`config.mk`:
```
export PLATFORM = sky130hd
export DESIGN_NAME = bsf_datapath
export DESIGN_NICKNAME = d
export VERILOG_FILES = /design/src/inc/bsf_pkg.sv /design/src/inc/bsf_shift_if.sv /design/src/rtl/bsf_datapath.sv /design/src/rtl/bsf_shift_unit.sv /design/src/rtl/bsf_reset_sync.sv
export SDC_FILE = /design/constraint.sdc
export NUM_CORES = 1
export LEC_CHECK = 0
export BUFFER_PORTS_ARGS = -buffer_cell sky130_fd_sc_hd__buf_2
export CAP_MARGIN = 15
export CORE_AREA = 2 2 88 132
export CTS_CLUSTER_SIZE = 12
export DETAILED_ROUTE_END_ITERATION = 8
export DIE_AREA = 0 0 90 134
export GPL_TIMING_DRIVEN = 0
export REMOVE_ABC_BUFFERS = 1
export SKIP_LAST_GASP = 1
export SLEW_MARGIN = 0
export SYNTH_ARGS = -nofsm -noshare
export SYNTH_HDL_FRONTEND = slang
export SYNTH_SLANG_ARGS = --single-unit
```
`constraint.sdc`:
```
create_clock -name clk -period 1.15 [get_ports clk]
set_input_delay 0.115 -clock clk [delete_from_list [all_inputs] [get_ports clk]]
set_output_delay 0.115 -clock clk [all_outputs]
set_load 0.03 [all_outputs]
```
`src/inc/bsf_pkg.sv`:
```
/*
  bsf_pkg: shared constants and types for the bit, shift and flag datapath.
  assumes nothing beyond a systemverilog compiler.
*/
package bsf_pkg;

  localparam int DATA_W = 8;
  localparam int REG_AW = 5;
  localparam int IO_AW  = 6;

  // status flag bit positions
  localparam int FLAG_C = 0;
  localparam int FLAG_Z = 1;
  localparam int FLAG_N = 2;
  localparam int FLAG_V = 3;
  localparam int FLAG_S = 4;
  localparam int FLAG_H = 5;
  localparam int FLAG_T = 6;
  localparam int FLAG_I = 7;

  localparam logic [7:0] FLAGS_RST = 8'h00;
  localparam logic [7:0] DATA_RST  = 8'h00;

  // cycle counts
  localparam int CYC_TWO = 2;
  localparam int CYC_ONE = 1;

  typedef enum logic [4:0] {
    OP_NONE,
    OP_PUSH,
    OP_POP,
    OP_IO_SET,
    OP_IO_CLR,
    OP_SHL,
    OP_SHR,
    OP_ROTL,
    OP_ROTR,
    OP_SAR,
    OP_SWAP,
    OP_TSTORE,
    OP_TLOAD,
    OP_FLAG_SET,
    OP_FLAG_CLR,
    OP_VSET,
    OP_VCLR,
    OP_HSET,
    OP_HCLR
  } bsf_op_t;

endpackage : bsf_pkg

```
`src/inc/bsf_shift_if.sv`:
```
/*
  bsf_shift_if: operand and result bundle between the sequencer and the
  shift unit.
  assumes both ends sit in the same clock domain.
*/
`timescale 1ns/10ps
interface bsf_shift_if;
  import bsf_pkg::*;

  bsf_op_t           op;
  logic [DATA_W-1:0] operand;
  logic              carry_in;
  logic [DATA_W-1:0] result;
  logic              carry_out;

  modport master (output op, output operand, output carry_in,
                  input result, input carry_out);
  modport unit   (input op, input operand, input carry_in,
                  output result, output carry_out);
endinterface : bsf_shift_if

```
`src/rtl/bsf_datapath.sv`:
```
/*
  bsf_datapath: stack push and pop, i/o bit set and clear, shifts and
  rotates, nibble swap, transfer-flag bit moves and flag set and clear.
  assumes the core presents one op with start for one cycle while busy
  is low, and that register file, stack and i/o space answer reads
  combinationally in the cycle their read strobe is high.
*/
`timescale 1ns/10ps
module bsf_datapath
  import bsf_pkg::*;
(
  // clock and reset
  input  wire logic              clk,
  input  wire logic              resetn,
  // operation request
  input  wire logic              start,
  input  wire bsf_op_t           op,
  input  wire logic [REG_AW-1:0] reg_sel,
  input  wire logic [IO_AW-1:0]  io_addr,
  input  wire logic [2:0]        bit_sel,
  output logic                   busy,
  output logic                   done,
  // working register file
  output logic                   rf_rd,
  output logic [REG_AW-1:0]      rf_addr,
  input  wire logic [DATA_W-1:0] rf_rdata,
  output logic                   rf_we,
  output logic [DATA_W-1:0]      rf_wdata,
  // stack
  output logic                   stk_push,
  output logic                   stk_pop,
  output logic [DATA_W-1:0]      stk_wdata,
  input  wire logic [DATA_W-1:0] stk_rdata,
  // i/o space
  output logic                   io_rd,
  output logic                   io_we,
  output logic [IO_AW-1:0]       io_addr_o,
  input  wire logic [DATA_W-1:0] io_rdata,
  output logic [DATA_W-1:0]      io_wdata,
  // status flags
  output logic [DATA_W-1:0]      status_flags_reg
);

  typedef enum logic [1:0] {ST_IDLE, ST_SECOND} bsf_state_t;

  typedef struct packed {
    bsf_state_t        st;
    bsf_op_t           op;
    logic [REG_AW-1:0] reg_sel;
    logic [IO_AW-1:0]  io_addr;
    logic [2:0]        bit_sel;
    logic [DATA_W-1:0] data;
    logic [DATA_W-1:0] flags;
    logic              done;
    logic              rf_we;
    logic              stk_push;
    logic              io_we;
  } bsf_regs_t;

  bsf_regs_t r_q;
  bsf_regs_t r_d;
  logic      rst_n;
  logic      first_rd;
  logic      ok;

  bsf_shift_if sh ();

  bsf_reset_sync u_rst (
    .clk        (clk),
    .resetn     (resetn),
    .rst_sync_n (rst_n)
  );

  bsf_shift_unit u_shift (
    .sh (sh.unit)
  );

  assign ok          = start && (r_q.st == ST_IDLE);
  assign sh.op       = op;
  assign sh.operand  = rf_rdata;
  assign sh.carry_in = r_q.flags[FLAG_C];

  // first-cycle reads are combinational strobes
  always_comb begin
    first_rd = 1'b0;
    case (op)
      OP_PUSH, OP_SHL, OP_SHR, OP_ROTL, OP_ROTR, OP_SAR, OP_SWAP,
      OP_TSTORE, OP_TLOAD: first_rd = 1'b1;
      default:        first_rd = 1'b0;
    endcase
  end

  assign busy      = (r_q.st != ST_IDLE);
  assign done      = r_q.done;
  assign rf_rd     = ok && first_rd;
  assign rf_addr   = r_q.rf_we ? r_q.reg_sel : reg_sel;
  assign rf_we     = r_q.rf_we;
  assign rf_wdata  = r_q.data;
  assign stk_push  = r_q.stk_push;
  assign stk_wdata = r_q.data;
  assign stk_pop   = ok && (op == OP_POP);
  assign io_rd     = ok && ((op == OP_IO_SET) || (op == OP_IO_CLR));
  assign io_we     = r_q.io_we;
  assign io_addr_o = r_q.io_we ? r_q.io_addr : io_addr;
  assign io_wdata  = r_q.data;
  assign status_flags_reg = r_q.flags;

  always_comb begin
    r_d          = r_q;
    r_d.done     = 1'b0;
    r_d.rf_we    = 1'b0;
    r_d.stk_push = 1'b0;
    r_d.io_we    = 1'b0;
    case (r_q.st)
      ST_IDLE: begin
        if (start) begin
          r_d.op      = op;
          r_d.reg_sel = reg_sel;
          r_d.io_addr = io_addr;
          r_d.bit_sel = bit_sel;
          r_d.flags   = r_q.flags;
          case (op)
            OP_PUSH: begin
              r_d.data = rf_rdata;
              r_d.st   = ST_SECOND;
            end
            OP_POP: begin
              r_d.data = stk_rdata;
              r_d.st   = ST_SECOND;
            end
            OP_IO_SET: begin
              r_d.data          = io_rdata;
              r_d.data[bit_sel] = 1'b1;
              r_d.st            = ST_SECOND;
            end
            OP_IO_CLR: begin
              r_d.data          = io_rdata;
              r_d.data[bit_sel] = 1'b0;
              r_d.st            = ST_SECOND;
            end
            OP_SHL, OP_SHR, OP_ROTL, OP_ROTR, OP_SAR: begin
              r_d.data         = sh.result;
              r_d.rf_we        = 1'b1;
              r_d.done         = 1'b1;
              r_d.flags[FLAG_C] = sh.carry_out;
              r_d.flags[FLAG_Z] = (sh.result == DATA_RST);
              r_d.flags[FLAG_N] = sh.result[DATA_W-1];
              r_d.flags[FLAG_V] = sh.result[DATA_W-1] ^ sh.carry_out;
            end
            OP_SWAP: begin
              r_d.data  = sh.result;
              r_d.rf_we = 1'b1;
              r_d.done  = 1'b1;
            end
            OP_TSTORE: begin
              r_d.flags[FLAG_T] = rf_rdata[bit_sel];
              r_d.done          = 1'b1;
            end
            OP_TLOAD: begin
              r_d.data          = rf_rdata;
              r_d.data[bit_sel] = r_q.flags[FLAG_T];
              r_d.rf_we         = 1'b1;
              r_d.done          = 1'b1;
            end
            OP_FLAG_SET: begin
              r_d.flags[bit_sel] = 1'b1;
              r_d.done           = 1'b1;
            end
            OP_FLAG_CLR: begin
              r_d.flags[bit_sel] = 1'b0;
              r_d.done           = 1'b1;
            end
            OP_VSET: begin
              r_d.flags[FLAG_V] = 1'b1;
              r_d.done          = 1'b1;
            end
            OP_VCLR: begin
              r_d.flags[FLAG_V] = 1'b0;
              r_d.done          = 1'b1;
            end
            OP_HSET: begin
              r_d.flags[FLAG_H] = 1'b1;
              r_d.done          = 1'b1;
            end
            OP_HCLR: begin
              r_d.flags[FLAG_H] = 1'b0;
              r_d.done          = 1'b1;
            end
            default: begin
              r_d.done = 1'b1;
            end
          endcase
        end
      end
      ST_SECOND: begin
        r_d.st   = ST_IDLE;
        r_d.done = 1'b1;
        case (r_q.op)
          OP_PUSH:              r_d.stk_push = 1'b1;
          OP_POP:               r_d.rf_we    = 1'b1;
          OP_IO_SET, OP_IO_CLR: r_d.io_we    = 1'b1;
          default:              r_d.done     = 1'b1;
        endcase
      end
      default: begin
        r_d.st = ST_IDLE;
      end
    endcase
  end

  always_ff @(posedge clk or negedge rst_n) begin
    if (!rst_n) begin
      r_q <= '{st: ST_IDLE, op: OP_NONE, reg_sel: '0, io_addr: '0,
               bit_sel: 3'h0, data: DATA_RST, flags: FLAGS_RST,
               done: 1'b0, rf_we: 1'b0, stk_push: 1'b0, io_we: 1'b0};
    end else begin
      r_q <= r_d;
    end
  end

endmodule : bsf_datapath

```
`src/rtl/bsf_shift_unit.sv`:
```
/*
  bsf_shift_unit: combinational shift, rotate and nibble swap.
  assumes the caller registers the result and updates the flags.
*/
`timescale 1ns/10ps
module bsf_shift_unit
  import bsf_pkg::*;
(
  // operand and result
  bsf_shift_if.unit sh
);

  always_comb begin
    sh.result    = sh.operand;
    sh.carry_out = sh.carry_in;
    case (sh.op)
      OP_SHL: begin
        sh.result    = {sh.operand[DATA_W-2:0], 1'b0};
        sh.carry_out = sh.operand[DATA_W-1];
      end
      OP_SHR: begin
        sh.result    = {1'b0, sh.operand[DATA_W-1:1]};
        sh.carry_out = sh.operand[0];
      end
      OP_ROTL: begin
        sh.result    = {sh.operand[DATA_W-2:0], sh.carry_in};
        sh.carry_out = sh.operand[DATA_W-1];
      end
      OP_ROTR: begin
        sh.result    = {sh.carry_in, sh.operand[DATA_W-1:1]};
        sh.carry_out = sh.operand[0];
      end
      OP_SAR: begin
        sh.result    = {sh.operand[DATA_W-1], sh.operand[DATA_W-1:1]};
        sh.carry_out = sh.operand[0];
      end
      OP_SWAP: begin
        sh.result = {sh.operand[DATA_W/2-1:0], sh.operand[DATA_W-1:DATA_W/2]};
      end
      default: begin
        sh.result    = sh.operand;
        sh.carry_out = sh.carry_in;
      end
    endcase
  end

endmodule : bsf_shift_unit

```
`src/rtl/bsf_reset_sync.sv`:
```
/*
  bsf_reset_sync: two-flop release of the active-low reset.
  assumes resetn may assert at any time.
*/
`timescale 1ns/10ps
module bsf_reset_sync (
  // clock and raw reset
  input  wire logic clk,
  input  wire logic resetn,
  // synchronised reset
  output logic      rst_sync_n
);

  logic [1:0] sync_q;

  always_ff @(posedge clk or negedge resetn) begin
    if (!resetn) begin
      sync_q <= 2'h0;
    end else begin
      sync_q <= {sync_q[0], 1'b1};
    end
  end

  assign rst_sync_n = sync_q[1];

endmodule : bsf_reset_sync

```
==> results of run 1 <==
## final timing paths
check | start | endpoint | slack (ps)
worst min-delay path | reg_sel[1] | r_q[30] | 30
max in group asynchronous | u_rst.sync_q[1] | status_flags_reg[0] | 420
min in group asynchronous | resetn | u_rst.sync_q[1] | 130
worst min register to register | u_rst.sync_q[1] | r_q[32] | 320
worst max register to register | status_flags_reg[0] | status_flags_reg[1] | -710
worst max-delay path | status_flags_reg[0] | status_flags_reg[1] | -710
## through the flow
| stage | hold slack (ps) | instances | setup slack (ps) |
|---|---|---|---|
| 2_1_floorplan | -181 | 322 | -807 |
| 3_3_place_gp | -97.8 | 565 | -1460 |
| 3_5_place_dp | -96.3 | 566 | -1390 |
| 4_1_cts | 26.9 | 594 | -710 |
| 5_1_grt | 42.1 | 618 | -734 |
| 6_report | 31.5 | 618 | -710 |
## routing by layer
metal	GRT usage (%)	part of all wire, %	vias to the layer above
li1	-	-	1529
met1	19.3	37	1623
met2	32.4	53	136
met3	2.53	4.8	38
met4	9.23	4.7	0
met5	0	0	-
## kinds of logic after synthesis
logic type / count (synthesis)
DFF: 39
other: 1
adders and majority gates: 1
xor gates and xnor gates: 3
AOI/OAI and AO/OA: 96
muxes: 20
buffers and inverters: 70
and+or+nand+nor: 153
## worst register-to-register path, delay by kind of cell (launching register included)
family          cells  cell delay (ps)
compound gates      3              630
flops               1              430
mux                 1              280
simple gates        1              410
## synthesized netlist by cell type, types with 9 or more instances
library cell	n
dfrtp_1	39
inv_1	9
buf_2	10
o21ai_0	21
buf_4	36
a21oi_1	10
nor2_1	27
nand2_1	64
clkbuf_1	9
nor3_1	12
mux2_2	16
## report_power, final
group,switching (W),internal [W],leakage [nW],total [W]
logic,0.00135,0.000877,1.50,0.00222
registers,0.000216,0.00157,0.472,0.00178
clock network,0.000591,0.00102,0.0838,0.00161
## timing repair
action	CTS	global route
endpoints found under the setup margin	52	51
pin swaps	14	21
gates cloned	1	5
setup buffers	18	20
gates resized for setup	85	70
endpoints found under the hold margin	2	0
hold buffers	1	0
## final cells by class
class                   count  area (um^2)
fillers                  1137         6410
multi-input cells         280         2200
flip-flops and latches     39          987
repair buffers            135          953
well taps                 147          184
clock buffers               5          125
clock inverters             3         43.8
inverters                   9         33.8
==> flow_summary.toml, run 1 <==
[timing]
fin_crit_ps = 1860
worst_pin_slew_ps = 675
drv_slew = 0
fin_worst_skew_ps = 9.38
setup_violations = 52
fin_ws_ps = -710
post-route-period-util_pct = 162
rsz0062_at_grt = "yes"
tns_ps = -13520
slew_headroom_pct = 54.4
hold_viol_final = 0
fmax_mhz = 538

[critical_path]
r2r_cells = 5
max_stage_delay_ps = 430
cp-start-kind = "flip-flop"
crit_path_cell_trace = "mux2_4 > a32oi_2 > o211ai_1 > or3_4 > o31ai_4"
cp_top_family = "compound AO/OA/AOI/OAI gates"
worst-path-buf-inv = 0
path_max_fanout = 2
cp.depth = 5
end_kind = "flip-flop"
critPathSlowestCell = "dfrtp_2"
crit_required_ps = 1330
worstSetupPathType = "flip-flop to flip-flop"
arrival_ps = 2040

[clocking]
clock_path_buffers = 2
clkLatencyLatePin_ps = 290
cts_tree = "done"
cts_sinks = 39
root_buffer = "clkbuf_16"
numCtsBuffers = 5
cts.htree.levels = 2
clk_pin_slew_ps = 60

[routing]
vias = 3326
vias_per_cell = 5.38
drtIter0Drc = 120
wl_per_cell_um = 18.4
finalWirelength_mm = 11.4
drc = 0
antenna_left = 0
dr.pass1.iters = 4

[final_layout]
syn2layout_area_growth_pct = 42.0
antenna_cells = 0
final_cell_mix = "73 x buf_2, 59 x nand2_1, 32 x dfrtp_1"
layout_commonest_cell = "buf_2"
final_area_um2 = 4520
final_nets = 516
utilization_pct = 41.4
final_layout_size_suffix_gt1_share_pct = 48.6
largest_reg_flops = 17

[synthesis]
yosysUniqueCellTypes = 69
syn_avg_cell_area_um2 = 8.32
synthFlopType = "dfrtp_1"
synthAdderAreaFrac_pct = 0.353
netlist_area_um2 = 3190
synth.area.mux_share_pct = 7.07
yosysTopAreaCell = "dfrtp_1"
ys_top_cells_by_area = "dfrtp_1 31%, buf_4 8.5%, nand2_1 7.5%, mux2_2 5.7%, o21ai_0 3.3%"
synth_xor_area_share_pct = 0.825
seq_area_frac_synth_pct = 30.6
synth_compound_area_share_pct = 23.3
yosysTopAreaCellShare_pct = 30.6
ys_warn_count = 0
yosys.area_share.simple_pct = 24.4
synth_top_family_by_area = "simple AND/OR/NAND/NOR gates"
async_flop_share_pct = 100
synth_edf_count = 0
syn_inst = 383
ys_ff_latch = 39

[floorplan]
dieHeight_um = 134
start_util_pct = 29.1
ios = 97
core_um2 = 10900
die-width_um = 90
die_area_um2 = 12100
row_count = 47

[power]
ir_worst_vdd_mv = 0.712
cellLeakagePower_nw = 2.06
finalPower_w = 0.00562
powerDensity_nw_per_um2 = 1240

[worst_hold_path]
min_path_type = "input pin to flip-flop"
whs_path_depth = 3

[grt]
track_usage_pct = 17.5
grt_pass1_vias = 3274
grt_start_max_net_pins = 38
grt_pass1_wl_mm = 16.9
grt_overflow_total = 0
grt_antenna_before_repair = 0

[run_status]
status = "complete, but fails checks"
violations = "setup timing"

[placement]
gp_congestion = 0.921
place_area_um2 = 3470
dpl.hpwl_mm = 7.43
numPortBuffers = 96

[flow_run]
drv_cap = 0
Power figures use the tool's default switching activity.
==> run 2, diff against run 1 <==
Settings changed: PLACE_DENSITY set to 0.52.
==> run 2 against run 1 <==
Maximum frequency increased by 4.5%. Die area unchanged. Power up 1.1%. Via count shrank 2.0%. Critical path type unchanged. Global-route usage grew 0.59 points. The flow still finishes with violations (setup timing). Final area rose by 2.8%. Worst setup slack gained 80 ps.
==> flow_summary.toml, run 2 (same netlist as run 1, synthesis figures left out) <==
[clocking]
clk_pin_slew_ps = 70
cts.htree.levels = 2
numCtsBuffers = 5
cts_sinks = 39
clock_path_buffers = 2
cts_tree = "done"
clkLatencyLatePin_ps = 290
root_buffer = "clkbuf_16"

[placement]
dpl.hpwl_mm = 7.21
placed_cells = 566
numPortBuffers = 96
gp_congestion = 0.864
place_ws_ps = -1010
place_area_um2 = 3470

[final_layout]
largest_reg_flops = 17
final_cells = 613
final_layout_size_suffix_gt1_share_pct = 49.4
antenna_cells = 0
final_nets = 511
final_area_um2 = 4650
layout_commonest_cell = "buf_2"
final_cell_mix = "74 x buf_2, 50 x nand2_1, 33 x dfrtp_1"
syn2layout_area_growth_pct = 46.0

[run_status]
violations = "setup timing"
status = "complete, but fails checks"

[critical_path]
crit_required_ps = 1330
r2r_cells = 6
cp-start-kind = "flip-flop"
worstSetupPathType = "flip-flop to flip-flop"
arrival_ps = 1960
worstReg2RegStart = "status_flags_reg[0]"
crit_end = "status_flags_reg[3]"
path_max_fanout = 2
rrSetupSlack_ps = -630
end_kind = "flip-flop"
worstReg2RegEnd = "status_flags_reg[3]"
crit_start = "status_flags_reg[0]"

[floorplan]
row_count = 47
die-width_um = 90
ios = 97
start_util_pct = 29.1
dieHeight_um = 134
core_um2 = 10900
die_area_um2 = 12100

[power]
cellLeakagePower_nw = 2.14
seq_power_share_pct = 31.4
p_comb_share_pct = 40.1
finalPower_w = 0.00568
clockPowerShare_pct = 28.5
p_sw_share_pct = 37.9
p_int_w = 0.00353
p_switching_w = 0.00215
powerDensity_nw_per_um2 = 1220
ir_worst_vdd_mv = 0.668

[grt]
grt_antenna_before_repair = 0
grt_start_max_net_pins = 38
track_usage_pct = 18.1
grt_overflow_total = 0
grt_pass1_vias = 3364
grt_pass1_wl_mm = 17.4

[routing]
drtIter0Drc = 148
dr.pass1.iters = 4
finalWirelength_mm = 11.2
antenna_left = 0
vias_per_cell = 5.32
drc = 0
wl_per_cell_um = 18.3
vias = 3261

[timing]
fin_ws_ps = -629
slew_headroom_pct = 42.0
tns_ps = -13200
fmax_mhz = 562
worst_pin_slew_ps = 868
rsz0062_at_grt = "yes"
fin_worst_skew_ps = 8.87
post-route-period-util_pct = 155
fin_crit_ps = 1780
drv_slew = 0
hold_viol_final = 0
setup_violations = 45

[flow_run]
drv_cap = 0

[worst_hold_path]
min_path_type = "input pin to flip-flop"
hp-start = "reg_sel[1]"
[run 2: changes by cell type in the layout (fill, tap and decap cells not counted), sizes merged]
cell	delta
buf	-6
bufbuf	+3
a21o	-1
clkbuf	+1
nand2b	-1
or4b	-1
[run 2: repair_timing]
| action | in CTS | in global routing |
|---|---|---|
| pin swaps | 25 | 18 |
| hold endpoints to repair | 2 | 0 |
| setup endpoints to repair | 52 | 57 |
| buffers inserted | 28 | 5 |
| gates resized for setup | 113 | 54 |
| hold buffers | 1 | 0 |
| gates cloned | 6 | 1 |
[run 2: worst min path at each step]
stage | endpoint | slack [ps] | depth (start not counted)
final | r_q[30] | 40 | 3
after global routing | r_q[29] | 50 | 3
after CTS | r_q[29] | 30 | 3
after detailed placement | u_rst.sync_q[0] | -90 | 1
after global placement | u_rst.sync_q[1] | -100 | 1
after floorplan | u_rst.sync_q[0] | -180 | 0
[run 2: power groups by stage]
| stage | logic, W | registers [W] | clock network [W] |
|---|---|---|---|
| finish | 0.00228 | 0.00178 | 0.00162 |
| floorplan | 0.000590 | 0.00225 | 0 |
| global route | 0.00241 | 0.00181 | 0.00172 |
| detailed placement | 0.00168 | 0.00181 | 0 |
| CTS | 0.00215 | 0.00176 | 0.00167 |
| global placement | 0.00167 | 0.00180 | 0 |
[run 2: layout make-up]
type | instances | area, um^2
clock buffer | 5 | 125
clock inverter | 3 | 43.8
fill | 1095 | 6290
inverter | 9 | 33.8
multi-input combinational | 277 | 2170
sequential | 39 | 986
tap | 147 | 184
timing repair buffer | 133 | 1110
[run 2: metrics by stage]
stage          utilization, %  hold slack (ps)
6_report                 42.5             38.5
3_3_place_gp             31.6            -97.1
5_1_grt                  42.5             49.4
4_1_cts                  40.4             31.2
3_5_place_dp             31.7            -94.1
2_1_floorplan               -             -181
[run 2: routing by layer]
layer | track usage [%] | share of wire, %
met5 | 0 | 0
met4 | 7.52 | 3.3
met3 | 2.92 | 5.1
met2 | 34.3 | 54
met1 | 19.9 | 37
[run 2: worst max-delay path, cell delays in order (launching register included)]
cell and delay, ps:
dfrtp_2 430, mux2_4 270, a32oi_2 220, o211ai_1 180
buf_4 180, xor2_1 130, o211a_1 250
==> run 3, diff against run 2 <==
Settings changed: CORE_AREA 2 2 88 132 to 2 2 81 142, DIE_AREA 0 0 90 134 to 0 0 83 144, PLACE_DENSITY 0.52 to 0.51.
==> run 3 against run 2 <==
The run still ends with setup timing left. First-iteration DRC count fell by 11%. Sequential power barely moved. Global-route usage rose by 0.66 points. Utilization rose by 0.71 points. Worst hold slack got worse by 3.2 ps. Via count rose by 0.92%. Non-clock buffer count rose by 12. Combinational power rose by 3%. Critical path depth did not move. Highest routed layer unchanged.
==> flow_summary.toml, run 3 (same netlist as run 1, synthesis figures left out) <==
[critical_path]
path_max_fanout = 2
crit_path_cell_trace = "mux2_4 > a32oi_2 > o211ai_1 > buf_4 > xor2_1 > o211a_1"
max_stage_delay_ps = 410
worstSetupPathType = "flip-flop to flip-flop"
cp-start-kind = "flip-flop"
end_kind = "flip-flop"
arrival_ps = 1940
critPathSlowestCell = "dfrtp_2"
crit_required_ps = 1330

[routing]
vias_per_cell = 5.38
dr.pass1.iters = 4
wl_per_cell_um = 19.3
finalWirelength_mm = 11.8
drtIter0Drc = 132
vias = 3291
antenna_left = 0
drc = 0

[timing]
tns_ps = -14190
fmax_mhz = 570
fin_crit_ps = 1760
setup_violations = 47
rsz0062_at_grt = "yes"
slew_headroom_pct = 57.4
hold_viol_final = 0
fin_ws_ps = -605
worst_pin_slew_ps = 637
post-route-period-util_pct = 153
drv_slew = 0
fin_worst_skew_ps = 7.45

[final_layout]
utilization_pct = 43.2
final_cells = 612
largest_reg_flops = 17
syn2layout_area_growth_pct = 48.1
multi_input_area_um2 = 2170
fillCellCount = 1071
final_cell_mix = "74 x buf_2, 43 x nand2_1, 33 x dfrtp_1"
ff_latch_area_um2 = 983
final_layout_size_suffix_gt1_share_pct = 51.7
antenna_cells = 0
final_area_um2 = 4720
layout_commonest_cell = "buf_2"
final_nets = 525

[clocking]
cts.htree.levels = 2
numCtsBuffers = 5
cts_sinks = 39
clkLatencyLatePin_ps = 290
clk_pin_slew_ps = 70
clock_path_buffers = 2
cts_tree = "done"
root_buffer = "clkbuf_16"

[run_status]
status = "complete, but fails checks"
violations = "setup timing"

[placement]
place_area_um2 = 3470
gp_congestion = 0.851
numPortBuffers = 96
dpl.hpwl_mm = 7.53
placed_cells = 552

[floorplan]
dieHeight_um = 144
die_area_um2 = 12000
row_count = 51
die-width_um = 83
start_util_pct = 29.2
ios = 97
core_um2 = 10900

[power]
cellLeakagePower_nw = 2.19
finalPower_w = 0.00548
ir_worst_vdd_mv = 0.799
powerDensity_nw_per_um2 = 1160

[grt]
grt_overflow_total = 0
grt_pass1_vias = 3160
grt_antenna_before_repair = 0
track_usage_pct = 18.8
grt_start_max_net_pins = 36
grt_pass1_wl_mm = 17.3

[flow_run]
drv_cap = 0

[worst_hold_path]
min_path_type = "input pin to flip-flop"
run 3: cell types whose count changed in the layout (fill, tap and decap cells not counted), moves of 3 or more:
cell     change
buf_4       +10
nand2_2     +10
a21oi_2      -3
nand2_1      -7
nand2_4      -3
a21oi_1      +3
run 3: final timing paths:
kind	from	end	slack (ps)	depth (start not counted)
max reg2reg	status_flags_reg[0]	status_flags_reg[3]	-610	6
max in group asynchronous	u_rst.sync_q[1]	status_flags_reg[6]	650	1
max	status_flags_reg[0]	status_flags_reg[3]	-610	6
min	reg_sel[3]	r_q[32]	40	3
min in group asynchronous	u_rst.sync_q[1]	done	60	0
min reg2reg	u_rst.sync_q[1]	done	60	0
run 3: worst max-delay path, delay by kind of cell (launching register included):
kind            cells  cell delay [ps]
mux                 1              270
xor+xnor            1              130
compound gates      3              640
buf+inv             1              190
flops               1              410
run 3: per-layer routing:
layer  vias to the layer above  track usage, %  wire (um)
met5                         -               0          0
met4                         0            12.9        654
met3                        36            2.57        393
met2                       119            36.7       6820
met1                      1588            17.9       3940
li1                       1548               -          -
run 3: layout make-up:
type	count	share of cell area (%)
clock buffers	5	2.65
inverters	9	0.716
repair buffers	145	25.9
well taps	132	3.50
flip-flops and latches	39	20.8
clock inverters	3	0.318
multi-input cells	279	46.1
run 3: power breakdown:
group          internal [W]  switching, W
Sequential          0.00157      0.000184
Combinational      0.000972       0.00137
Clock              0.000793      0.000594
run 3: what timing repair did:
action / in CTS / in global routing
pin swaps: 25 / 19
gates cloned: 6 / 3
endpoints found under the setup margin: 51 / 48
endpoints found under the hold margin: 2 / 0
buffers inserted: 33 / 10
hold buffers: 1 / 0
gates resized for setup: 107 / 58
run 3: stage by stage:
step                      hold slack [ps]  setup WS, ps
final                                35.3          -605
after global routing                 51.4          -630
after CTS                            26.0          -597
after detailed placement            -97.7         -1070
after global placement               -100         -1520
after floorplan                      -181          -807
